[config.mk]
export PLATFORM = sky130hd
export DESIGN_NAME = power_state_sequencer
export DESIGN_NICKNAME = d
export VERILOG_FILES = /design/src/verilog/power_state_sequencer.v /design/src/verilog/pin_sync.v /design/src/verilog/tick_timer.v
export VERILOG_INCLUDE_DIRS = /design/src /design/src/verilog
export SDC_FILE = /design/constraint.sdc
export NUM_CORES = 1
export LEC_CHECK = 0
export ABC_AREA = 1
export BUFFER_PORTS_ARGS = -buffer_cell sky130_fd_sc_hd__buf_2
export CAP_MARGIN = 20
export CORE_ASPECT_RATIO = 2
export CORE_MARGIN = 3
export CORE_UTILIZATION = 56
export DETAILED_ROUTE_END_ITERATION = 10
export PLACE_DENSITY = 0.88
export SLEW_MARGIN = 15
export SYNTH_ARGS = -nofsm -noshare
export SYNTH_HDL_FRONTEND = slang
export SYNTH_HIERARCHICAL = 1
export SYNTH_SLANG_ARGS = --single-unit
[constraint.sdc]
create_clock -name clk_in -period 2.17 [get_ports clk_in]
set_input_delay 0.3255 -clock clk_in [delete_from_list [all_inputs] [get_ports clk_in]]
set_output_delay 0.3255 -clock clk_in [all_outputs]
set_load 0.03 [all_outputs]
[src/verilog/power_state_sequencer_consts.vh]
// Purpose: shared constants of the power state sequencer
// Assumes: 250 MHz system clock, 32.768 kHz oscillator tick input
// Notes: definitions only
`ifndef POWER_STATE_SEQUENCER_CONSTS_VH
`define POWER_STATE_SEQUENCER_CONSTS_VH

// init interval: 8.0 ms of the 32768 Hz oscillator, rounded up
`define PSS_INIT_TICKS 16'h0107
// default lengths in oscillator ticks
`define PSS_RESET_TICKS 16'h0800
`define PSS_WDOG_TICKS 16'h0800
`define PSS_SLOT_TICKS 16'h0040
`define PSS_NUM_REGS 4
`define PSS_POWERUP_MODE_SELECT_PINS_W 2
`define PSS_GPIO_W 4
`define PSS_TIMER_W 16
`define PSS_SYNC_STAGES 3

`endif

[src/verilog/power_state_sequencer.v]
// Purpose: power control state machine for coin-cell, off and cold-start
// Assumes: clk_in at 250 MHz; osc_tick_in is the 32 kHz oscillator edge pulse
// Notes: later states are tracked only as far as port gating needs
//   reset pins are open-drain; an oe high pulls the pin low
//   user-off-wait is kept as a flag inside the on state
//
// What this block does
// - serial control accepted only in watchdog, on and user-off-wait states
// - interrupt line held low outside watchdog and on states
// - coin-cell state ignores every turn-on event
// - coin-cell exits to off only when always-on supply is above threshold
// - coin-cell state drives both reset outputs low
// - coin-cell depletion in coin-cell state resets all control logic
// - after depletion every control bit returns to default, rtc-reset ones too
// - off state left for cold start only on a valid turn-on event, for coin-cell on supply loss
// - no state timer runs in the off state
// - off state drives both reset outputs low
// - turn-on events rejected in off while supply is under threshold
// - cold start from off turn-on, warm boot, power-cut recovery, silent restart
// - cold start begins with init interval latching mode pins, qualifying supply
// - regulators then enabled one by one, never all together
// - reset timer starts on cold start entry; resets stay low while it runs
// - timer expiry moves to watchdog state and releases both open-drain resets
// - watchdog and standby inputs ignored during cold start
// - default start-up configuration taken from mode select pins
// - each input-configured general pin can raise an external interrupt
// - watchdog state runs its timer, ignores inputs, then moves to on
// - in on, keepalive low moves to off or cold start per configuration, unless the user-off-wait flag is set
`include "power_state_sequencer_consts.vh"

module power_state_sequencer #(
  parameter NUM_REGS = `PSS_NUM_REGS,
  parameter TW = `PSS_TIMER_W,
  parameter [TW-1:0] INIT_TICKS = `PSS_INIT_TICKS,
  parameter [TW-1:0] RESET_TICKS = `PSS_RESET_TICKS,
  parameter [TW-1:0] WDOG_TICKS = `PSS_WDOG_TICKS,
  parameter [TW-1:0] SLOT_TICKS = `PSS_SLOT_TICKS
) (
  // clock and reset
  input wire clk_in,
  input wire sys_rst_in,
  input wire osc_tick_in,
  // supply and coin-cell status
  input wire always_on_supply_ok_in,
  input wire coin_cell_depleted_in,
  input wire input_supply_node_ok_in,
  // turn-on sources
  input wire turn_on_event_in,
  input wire warm_boot_in,
  input wire supply_dropout_event_in,
  input wire silent_restart_in,
  input wire user_off_request_in,
  input wire wdi_restart_enable_in,
  // processor side pins
  input wire watchdog_keepalive_in,
  input wire standby_in,
  input wire [`PSS_POWERUP_MODE_SELECT_PINS_W-1:0] powerup_mode_select_pins,
  input wire [`PSS_GPIO_W-1:0] gpio_pins_in,
  input wire [`PSS_GPIO_W-1:0] gpio_is_input_in,
  // serial control gating
  input wire serial_access_in,
  output reg serial_access_ok_out,
  // reset outputs, open-drain
  output reg system_reset_out_n,
  output reg system_reset_oe_out,
  output reg processor_reset_out_n,
  output reg processor_reset_oe_out,
  // interrupt and regulators
  output reg int_out,
  output reg [`PSS_GPIO_W-1:0] gpio_event_out,
  output reg [NUM_REGS-1:0] regulator_enable_out,
  output reg [`PSS_POWERUP_MODE_SELECT_PINS_W-1:0] latched_mode_out,
  output reg [4:0] power_state_out
);
  localparam [4:0] ST_COIN = 5'h01;
  localparam [4:0] ST_OFF = 5'h02;
  localparam [4:0] ST_COLD = 5'h04;
  localparam [4:0] ST_WDOG = 5'h08;
  localparam [4:0] ST_ON = 5'h10;
  localparam [1:0] PH_INIT = 2'h1;
  localparam [1:0] PH_SEQ = 2'h2;

  reg [4:0] state;
  reg [4:0] next_state;
  reg [1:0] phase;
  reg [NUM_REGS-1:0] reg_mask;
  reg wait_state;
  reg [`PSS_GPIO_W-1:0] gpio_prev;
  wire full_rst;
  wire keepalive_s;
  wire standby_s;
  wire [`PSS_POWERUP_MODE_SELECT_PINS_W-1:0] powerup_mode_select_pins_s;
  wire [`PSS_GPIO_W-1:0] gpio_s;
  wire init_done;
  wire slot_done;
  wire rst_done;
  wire wd_done;
  wire entering_cold;
  wire entering_wdog;
  wire off_turn_on;
  wire restart_req;
  wire cold_req;
  wire run_state;

  // depletion in coin-cell state acts as a full reset of all control bits
  assign full_rst = sys_rst_in | (state == ST_COIN && coin_cell_depleted_in);

  pin_sync #(.WIDTH(1), .INIT(1'b1)) u_sync_wdi (
    .clk_in(clk_in),
    .sys_rst_in(full_rst),
    .async_in(watchdog_keepalive_in),
    .sync_out(keepalive_s)
  );

  pin_sync #(.WIDTH(1), .INIT(1'b0)) u_sync_stby (
    .clk_in(clk_in),
    .sys_rst_in(full_rst),
    .async_in(standby_in),
    .sync_out(standby_s)
  );

  pin_sync #(.WIDTH(`PSS_POWERUP_MODE_SELECT_PINS_W), .INIT({`PSS_POWERUP_MODE_SELECT_PINS_W{1'b0}})) u_sync_powerup_mode_select_pins (
    .clk_in(clk_in),
    .sys_rst_in(full_rst),
    .async_in(powerup_mode_select_pins),
    .sync_out(powerup_mode_select_pins_s)
  );

  pin_sync #(.WIDTH(`PSS_GPIO_W), .INIT({`PSS_GPIO_W{1'b0}})) u_sync_gpio (
    .clk_in(clk_in),
    .sys_rst_in(full_rst),
    .async_in(gpio_pins_in),
    .sync_out(gpio_s)
  );

  // off is left for cold start only on a qualified turn-on event
  assign off_turn_on = state == ST_OFF && turn_on_event_in && always_on_supply_ok_in;
  // the on state restarts through cold start
  assign restart_req = (state == ST_ON)
    && (warm_boot_in || supply_dropout_event_in || silent_restart_in);
  assign cold_req = off_turn_on || restart_req;

  assign entering_cold = (next_state == ST_COLD) && (state != ST_COLD);
  assign entering_wdog = (next_state == ST_WDOG) && (state != ST_WDOG);
  // reset pins released only once running
  assign run_state = next_state == ST_WDOG || next_state == ST_ON;

  // init interval, counted in oscillator ticks
  tick_timer #(.WIDTH(TW)) u_init_timer (
    .clk_in(clk_in),
    .sys_rst_in(full_rst),
    .load_in(entering_cold),
    .length_in(INIT_TICKS),
    .run_in(state == ST_COLD && phase == PH_INIT),
    .tick_in(osc_tick_in),
    .done_out(init_done),
    .busy_out()
  );

  // regulator time slot spacing
  tick_timer #(.WIDTH(TW)) u_slot_timer (
    .clk_in(clk_in),
    .sys_rst_in(full_rst),
    .load_in(init_done | slot_done),
    .length_in(SLOT_TICKS),
    .run_in(state == ST_COLD && phase == PH_SEQ && !(&reg_mask)),
    .tick_in(osc_tick_in),
    .done_out(slot_done),
    .busy_out()
  );

  // reset timer, runs from cold start entry
  tick_timer #(.WIDTH(TW)) u_reset_timer (
    .clk_in(clk_in),
    .sys_rst_in(full_rst),
    .load_in(entering_cold),
    .length_in(RESET_TICKS),
    .run_in(state == ST_COLD),
    .tick_in(osc_tick_in),
    .done_out(rst_done),
    .busy_out()
  );

  // watchdog timer, runs from watchdog state entry
  tick_timer #(.WIDTH(TW)) u_wdog_timer (
    .clk_in(clk_in),
    .sys_rst_in(full_rst),
    .load_in(entering_wdog),
    .length_in(WDOG_TICKS),
    .run_in(state == ST_WDOG),
    .tick_in(osc_tick_in),
    .done_out(wd_done),
    .busy_out()
  );

  always @* begin
    next_state = state;
    case (state)
      ST_COIN: begin
        // turn-on events not looked at here
        if (always_on_supply_ok_in) begin
          next_state = ST_OFF;
        end
      end
      ST_OFF: begin
        // no timer runs here
        if (!always_on_supply_ok_in) begin
          next_state = ST_COIN;
        end else if (cold_req) begin
          next_state = ST_COLD;
        end
      end
      ST_COLD: begin
        // keepalive and standby not looked at here
        if (!always_on_supply_ok_in) begin
          next_state = ST_COIN;
        end else if (rst_done) begin
          next_state = ST_WDOG;
        end
      end
      ST_WDOG: begin
        // keepalive and standby not looked at here
        if (wd_done) begin
          next_state = ST_ON;
        end
      end
      ST_ON: begin
        if (cold_req) begin
          next_state = ST_COLD;
        end else if (!keepalive_s && !wait_state) begin
          next_state = wdi_restart_enable_in ? ST_COLD : ST_OFF;
        end
      end
      default: begin
        next_state = ST_COIN;
      end
    endcase
  end

  always @(posedge clk_in) begin
    if (full_rst) begin
      state <= ST_COIN;
      phase <= PH_INIT;
      reg_mask <= {NUM_REGS{1'b0}};
      wait_state <= 1'b0;
      latched_mode_out <= {`PSS_POWERUP_MODE_SELECT_PINS_W{1'b0}};
    end else begin
      state <= next_state;
      if (entering_cold) begin
        phase <= PH_INIT;
        reg_mask <= {NUM_REGS{1'b0}};
      end else if (init_done) begin
        // configuration taken from mode pins, supply qualified
        latched_mode_out <= powerup_mode_select_pins_s;
        phase <= input_supply_node_ok_in ? PH_SEQ : PH_INIT;
        reg_mask <= {{(NUM_REGS-1){1'b0}}, input_supply_node_ok_in};
      end else if (slot_done) begin
        reg_mask <= {reg_mask[NUM_REGS-2:0], 1'b1};
      end else if (next_state == ST_OFF || next_state == ST_COIN) begin
        reg_mask <= {NUM_REGS{1'b0}};
      end
      if (state == ST_ON && user_off_request_in) begin
        wait_state <= 1'b1;
      end else if (state != ST_ON) begin
        wait_state <= 1'b0;
      end
    end
  end

  always @(posedge clk_in) begin
    if (full_rst) begin
      system_reset_out_n <= 1'b0;
      system_reset_oe_out <= 1'b1;
      processor_reset_out_n <= 1'b0;
      processor_reset_oe_out <= 1'b1;
      int_out <= 1'b0;
      serial_access_ok_out <= 1'b0;
      gpio_event_out <= {`PSS_GPIO_W{1'b0}};
      gpio_prev <= {`PSS_GPIO_W{1'b0}};
      regulator_enable_out <= {NUM_REGS{1'b0}};
      power_state_out <= ST_COIN;
    end else begin
      power_state_out <= next_state;
      // resets low in coin-cell, off and cold start, released after
      system_reset_oe_out <= !run_state;
      processor_reset_oe_out <= !run_state;
      system_reset_out_n <= 1'b0;
      processor_reset_out_n <= 1'b0;
      // interrupt driven low except in watchdog and on
      int_out <= run_state && (|gpio_event_out);
      // user-off-wait lives inside on, so it is open too
      serial_access_ok_out <= serial_access_in
        && (state == ST_WDOG || (state == ST_ON));
      // edges only from pins set up as inputs
      gpio_prev <= gpio_s;
      gpio_event_out <= gpio_is_input_in & (gpio_s ^ gpio_prev);
      // regulators dark in coin-cell and off
      regulator_enable_out <= (next_state == ST_COLD || run_state)
        ? reg_mask : {NUM_REGS{1'b0}};
    end
  end
endmodule

[src/verilog/pin_sync.v]
// Purpose: three-stage synchroniser with agreement qualification, per bit
// Assumes: async inputs from pins
// Notes: output changes once stages two and three agree
module pin_sync #(
  parameter WIDTH = 1,
  parameter [WIDTH-1:0] INIT = {WIDTH{1'b0}}
) (
  // clock and reset
  input wire clk_in,
  input wire sys_rst_in,
  // pins
  input wire [WIDTH-1:0] async_in,
  output reg [WIDTH-1:0] sync_out
);
  reg [WIDTH-1:0] stage1;
  reg [WIDTH-1:0] stage2;
  reg [WIDTH-1:0] stage3;
  genvar i;

  always @(posedge clk_in) begin
    if (sys_rst_in) begin
      stage1 <= INIT;
      stage2 <= INIT;
      stage3 <= INIT;
    end else begin
      stage1 <= async_in;
      stage2 <= stage1;
      stage3 <= stage2;
    end
  end

  generate
    for (i = 0; i < WIDTH; i = i + 1) begin : g_bit
      always @(posedge clk_in) begin
        if (sys_rst_in) begin
          sync_out[i] <= INIT[i];
        end else if (stage2[i] == stage3[i]) begin
          sync_out[i] <= stage3[i];
        end
      end
    end
  endgenerate
endmodule

[src/verilog/tick_timer.v]
// Purpose: down counter advanced by oscillator ticks
// Assumes: tick is a one-cycle pulse on clk_in
// Notes: load restarts; done pulses once when the count hits zero
module tick_timer #(
  parameter WIDTH = 16
) (
  // clock and reset
  input wire clk_in,
  input wire sys_rst_in,
  // control
  input wire load_in,
  input wire [WIDTH-1:0] length_in,
  input wire run_in,
  input wire tick_in,
  // status
  output reg done_out,
  output reg busy_out
);
  reg [WIDTH-1:0] count;

  always @(posedge clk_in) begin
    if (sys_rst_in) begin
      count <= {WIDTH{1'b0}};
      done_out <= 1'b0;
      busy_out <= 1'b0;
    end else if (load_in) begin
      count <= length_in;
      done_out <= 1'b0;
      busy_out <= 1'b1;
    end else if (!run_in) begin
      busy_out <= 1'b0;
      done_out <= 1'b0;
    end else if (busy_out && tick_in) begin
      if (count <= {{(WIDTH-1){1'b0}}, 1'b1}) begin
        count <= {WIDTH{1'b0}};
        done_out <= 1'b1;
        busy_out <= 1'b0;
      end else begin
        count <= count - {{(WIDTH-1){1'b0}}, 1'b1};
        done_out <= 1'b0;
      end
    end else begin
      done_out <= 1'b0;
    end
  end
endmodule

## Yosys cells after proc, flatten, opt, wreduce, memory -nomap -nowiden

Cells that the tools add are included.

| operators by class | value |
|---|---|
| multiplexer cells | 52 |
| bitwise operators | 14 |
| shift operators | 0 |
| reductions and logical operators | 63 |
| multiply operators | 0 |
| equality and inequality tests | 30 |
| $lt $le $gt $ge | 4 |
| div/mod/pow operators | 0 |
| add/subtract/negate cells | 4 |

Operator list:

| operator | count |
|---|---|
| 12-bit 2-to-1 mux | 6 |
| 16-bit by 1-bit <= comparator with 1-bit output (second input constant) | 4 |
| 16-bit 2-to-1 mux | 4 |
| 16-bit by 1-bit subtractor with 16-bit output (second input constant) | 4 |
| 5-bit 2-to-1 mux | 8 |
| 9-bit 2-to-1 mux | 3 |
| 2-bit AND reduction | 13 |
| 5-bit one-hot mux with 5 select lines | 1 |
| 1-bit 2-to-1 mux | 23 |
| 7-bit 2-to-1 mux | 3 |
| 2-bit nonzero test | 10 |
| 4-bit OR reduction | 5 |
| 3-bit != test (second input constant) | 6 |
| 1-bit logical AND | 17 |
| 5-bit by 1-bit equality test with 1-bit output (second input constant) | 2 |
| 5-bit by 2-bit equality test with 1-bit output (second input constant) | 2 |
| 5-bit by 3-bit equality test with 1-bit output (second input constant) | 2 |
| 5-bit by 4-bit equality test with 1-bit output (second input constant) | 2 |
| 5-bit equality test (second input constant) | 2 |
| 1-bit inverter | 10 |
| 4-bit 2-to-1 mux | 2 |
| 2-bit OR reduction | 4 |
| 1-bit equality test | 7 |
| 1-bit logical OR | 7 |
| other kinds (15) | 20 |

| storage, ports and cells | value |
|---|---|
| ROM bits | 0 |
| input bits | 25 |
| memories kept | 0 |
| latch bits | 0 |
| bits in writable memories | 0 |
| output and inout bits | 21 |
| register bits after elaboration | 129 |

## Logic depth before layout (Yosys ltp)

| logic depth | value |
|---|---|
| word-level depth | 12 |
| gate-level depth with buffers | 16 |
| gate-level depth less buffers | 15 |

## Cells and area by module

Netlist, hierarchy kept.

Modules (own cells, without submodules):

| module | cells each | area an instance (um^2) | instances |
|---|---|---|---|
| tick_timer | 207 | 1330.0 | 4 |
| power_state_sequencer | 173 | 1338.8 | 1 |
| pin_sync (u_sync_gpio) | 54 | 480.5 | 1 |
| pin_sync (u_sync_powerup_mode_select_pins) | 27 | 236.5 | 1 |
| pin_sync (u_sync_wdi) | 15 | 128.9 | 1 |

## Worst setup path after synthesis

Ideal clock, no wire load.

| path | value |
|---|---|
| kind | register to register |
| from | register, netlist name power_state_out[0] |
| to | register u_init_timer.count[7] |
| required time | 2.041 ns |
| arrival | 2.185 ns |
| clock period less this slack | 2.313 ns |
| setup slack | -0.143 ns |
| stages on the path, launching flop included | 9 |
| cells stage by stage | dfxtp_1 inv_1 nor2_1 nand3_1 o21ai_2 buf_2 buf_1 clkbuf_1 nor2_1 |

RTL lines:

| item | RTL line | text |
|---|---|---|
| end signal, assigned | tick_timer.v:23 | `count <= {WIDTH{1'b0}};` |
| end signal, assigned | tick_timer.v:27 | `count <= length_in;` |
| end signal, assigned | tick_timer.v:35 | `count <= {WIDTH{1'b0}};` |
| end, declared | tick_timer.v:19 | `reg [WIDTH-1:0] count;` |

==> metrics.txt <==
Fin Clk Skew approximately 0.0085 ns; syn avg cell area 6.84 sq um; clock buffers created by TritonCTS 17; Max-Cap Viols 0; clock slew at reported path FFs 0.06 ns; first-pass GRT wire length 31,900 microns; Root Buffer clkbuf_16; clock buffer depth 2; EDFF count, synth 0; commonest non-fill, non-tap cell in the layout nand2_1; Async SR Flop Fraction 0%; Top-Level Pins 46; Max FO, Critical Path 18; Post-Syn Instances 1,097; number of max-slew violations in the final report 0; total track usage 26.9%; 1st-iter DRT viols 430; required time worst endpoint 2.48 ns; Tmin final 2.03 ns; post-synthesis register bit count 129; min-delay worst type in2reg; postcts setup bufs 0; Critical Path End Type flip-flop; mapped cell area 7500 sq um; worst skew pair latency 0.42 ns; CTS tree yes; Leak roughly 4.1 nW; Die Height 170 microns; core area 13,100 sq um; top-area cell type share of the netlist area 34.4%; Vias per Instance 5.32; GRT overflow 0; Final Core Density 67.0%; Final Hold Fails 0; max frequency 493 MHz; largest area contributor in the netlist dfxtp_1; drt wl/cell 14.1 microns; Port Buf Inserts 42; largest net degree at the start of global routing 56; initial core utilization between 50 and 60%; Synth warnings 6; setup violators final 0; VDD IR max roughly 0.47 mV; crit path DAT 2.34 ns; Die Span X 87.9 microns; row count 59; hold_ws a little over 0.09 ns; TritonRoute pass-1 iters 6; Detailed Place HPWL between 10,000 and 15,000 microns; crit start category flip-flop; clk sink count about 130; status finished, final reports clean; hold path depth 2; critical-path cell list nor2_4 -> nand2_2 -> nor2_2 -> nand3_2 -> nand3_2 -> nand2_2 -> inv_2 -> inv_2 -> nand2_2 -> buf_12 -> nand3_1 -> a21oi_1; largest stage delay on the critical path 0.37 ns; Worst path slowest cell dfxtp_1; Routed Antenna Nets 0; full die area 14,900 sq um; area grow syn2layout 16.7%; Worst path depth 12; CP bufs+invs 3; top cells by area, synth dfxtp_1, nand2_1, inv_1; Final nets 1,245; Fin Setup TNS 0 ns; CP delay by family, top simple AND/OR/NAND/NOR gates; Cell variety after synth 37; vias in the first global route between 7,000 and 8,000; final WL 19,400 microns; Cell Pwr Density 641 nW/um^2; WS Path Type reg2reg; sequential share of the synthesized area 34.4%; placed inst area 8130 sq um; CP most frequent cell nand2_2; initial antenna violation count 0; GP Congestion 0.917; fin crit share 93.5%; Reg2Reg Depth 12; Via Count 7,314; most frequent cells in the layout nand2_1, inv_1, dfxtp_1, nor2_1, nand3_1; design area 8760 sq um; DRC violations left 0; prevailing post-synth register cell dfxtp_1; layout cell share with drive strength beyond 1 17.9%; CTS H-tree depth 4; antenna cells 0
-- stage by stage --
step                      std cells  power [W]  setup slack [ns]
after floorplan                1161    0.00263            0.0131
after global placement         1345    0.00270             0.120
after detailed placement       1345    0.00270            0.0571
after CTS                      1376    0.00564            0.0252
after global routing           1376    0.00578           -0.0188
final                          1376    0.00561             0.140
-- metal layers --
metal	global-route usage [%]	part of all wire, %	vias up
met1	24.3	34	3411
met4	18.3	5.7	0
met3	5.10	3.6	92
met2	51.3	57	218
met5	0	0	-
li1	-	-	3593
-- power by group --
group | internal [W] | switching (W)
combinational | 0.0000753 | 0.000191
clock | 0.00182 | 0.00113
sequential | 0.00239 | 0.0000129
-- worst reg2reg max path, cell delays in order, from the launching register on --
cell and delay (ns):
dfxtp_1 0.37, nor2_4 0.18, nand2_2 0.07, nor2_2 0.12
nand3_2 0.14, nand3_2 0.12, nand2_2 0.10, inv_2 0.13
inv_2 0.10, nand2_2 0.10, buf_12 0.15, nand3_1 0.10
a21oi_1 0.25
-- synthesized netlist by cell type, types with 7 or more instances --
| master | n |
|---|---|
| a21oi_1 | 67 |
| buf_6 | 9 |
| dfxtp_1 | 129 |
| ha_1 | 8 |
| inv_1 | 180 |
| inv_2 | 23 |
| nand2_1 | 212 |
| nand2_2 | 27 |
| nand2_4 | 9 |
| nand3_1 | 90 |
| nand4_1 | 26 |
| nor2_1 | 116 |
| nor2_2 | 19 |
| nor2_4 | 16 |
| nor4_1 | 7 |
| o21a_1 | 8 |
| o21ai_0 | 55 |
| o21ai_1 | 12 |
| xor2_1 | 28 |
-- cell type report --
cell class	count	area (sq um)
Tap cell	152	190
Clock inverter	14	179
Sequential cell	129	2590
Fill cell	969	4310
Multi-Input combinational cell	800	4230
Clock buffer	17	425
Timing Repair Buffer	57	360
Inverter	207	787
-- kinds of logic after synthesis --
kind of cell	share of synthesized area (%)
simple gates	36.2
buf+inv	12.9
compound gates	10.9
flops	34.4
xor+xnor	4.13
fa+ha+maj	1.33
other cells	0.100
-- state kept, by name, indices dropped and copies added (netlist names), 2 cells and up --
name,count
gpio_event_out,4
gpio_prev,4
latched_mode_out,2
phase,2
power_state_out,5
reg_mask,4
regulator_enable_out,4
u_init_timer/count,16
u_reset_timer/count,16
u_slot_timer/count,16
u_sync_gpio/stage1,4
u_sync_gpio/stage2,4
u_sync_gpio/stage3,4
u_sync_gpio/sync_out,4
u_sync_powerup_mode_select_pins/stage1,2
u_sync_powerup_mode_select_pins/stage2,2
u_sync_powerup_mode_select_pins/stage3,2
u_sync_powerup_mode_select_pins/sync_out,2
u_wdog_timer/count,16
-- worst paths after layout --
check | endpoint | start | slack [ns]
max | u_init_timer/count[2] | power_state_out[3] | 0.14
min | u_sync_wdi/stage1 | watchdog_keepalive_in | 0.09
max reg2reg | u_init_timer/count[2] | power_state_out[3] | 0.14
min reg2reg | u_sync_gpio/stage2[2] | u_sync_gpio/stage1[2] | 0.40
-- repair_timing --
| action | 4_1_cts | 5_1_grt |
|---|---|---|
| endpoints found under the hold margin | 0 | 0 |
| resized for setup | 0 | 9 |
| endpoints found under the setup margin | 0 | 43 |
| hold buffers | 0 | 0 |
No activity file was read; power rests on OpenSTA's default activity.
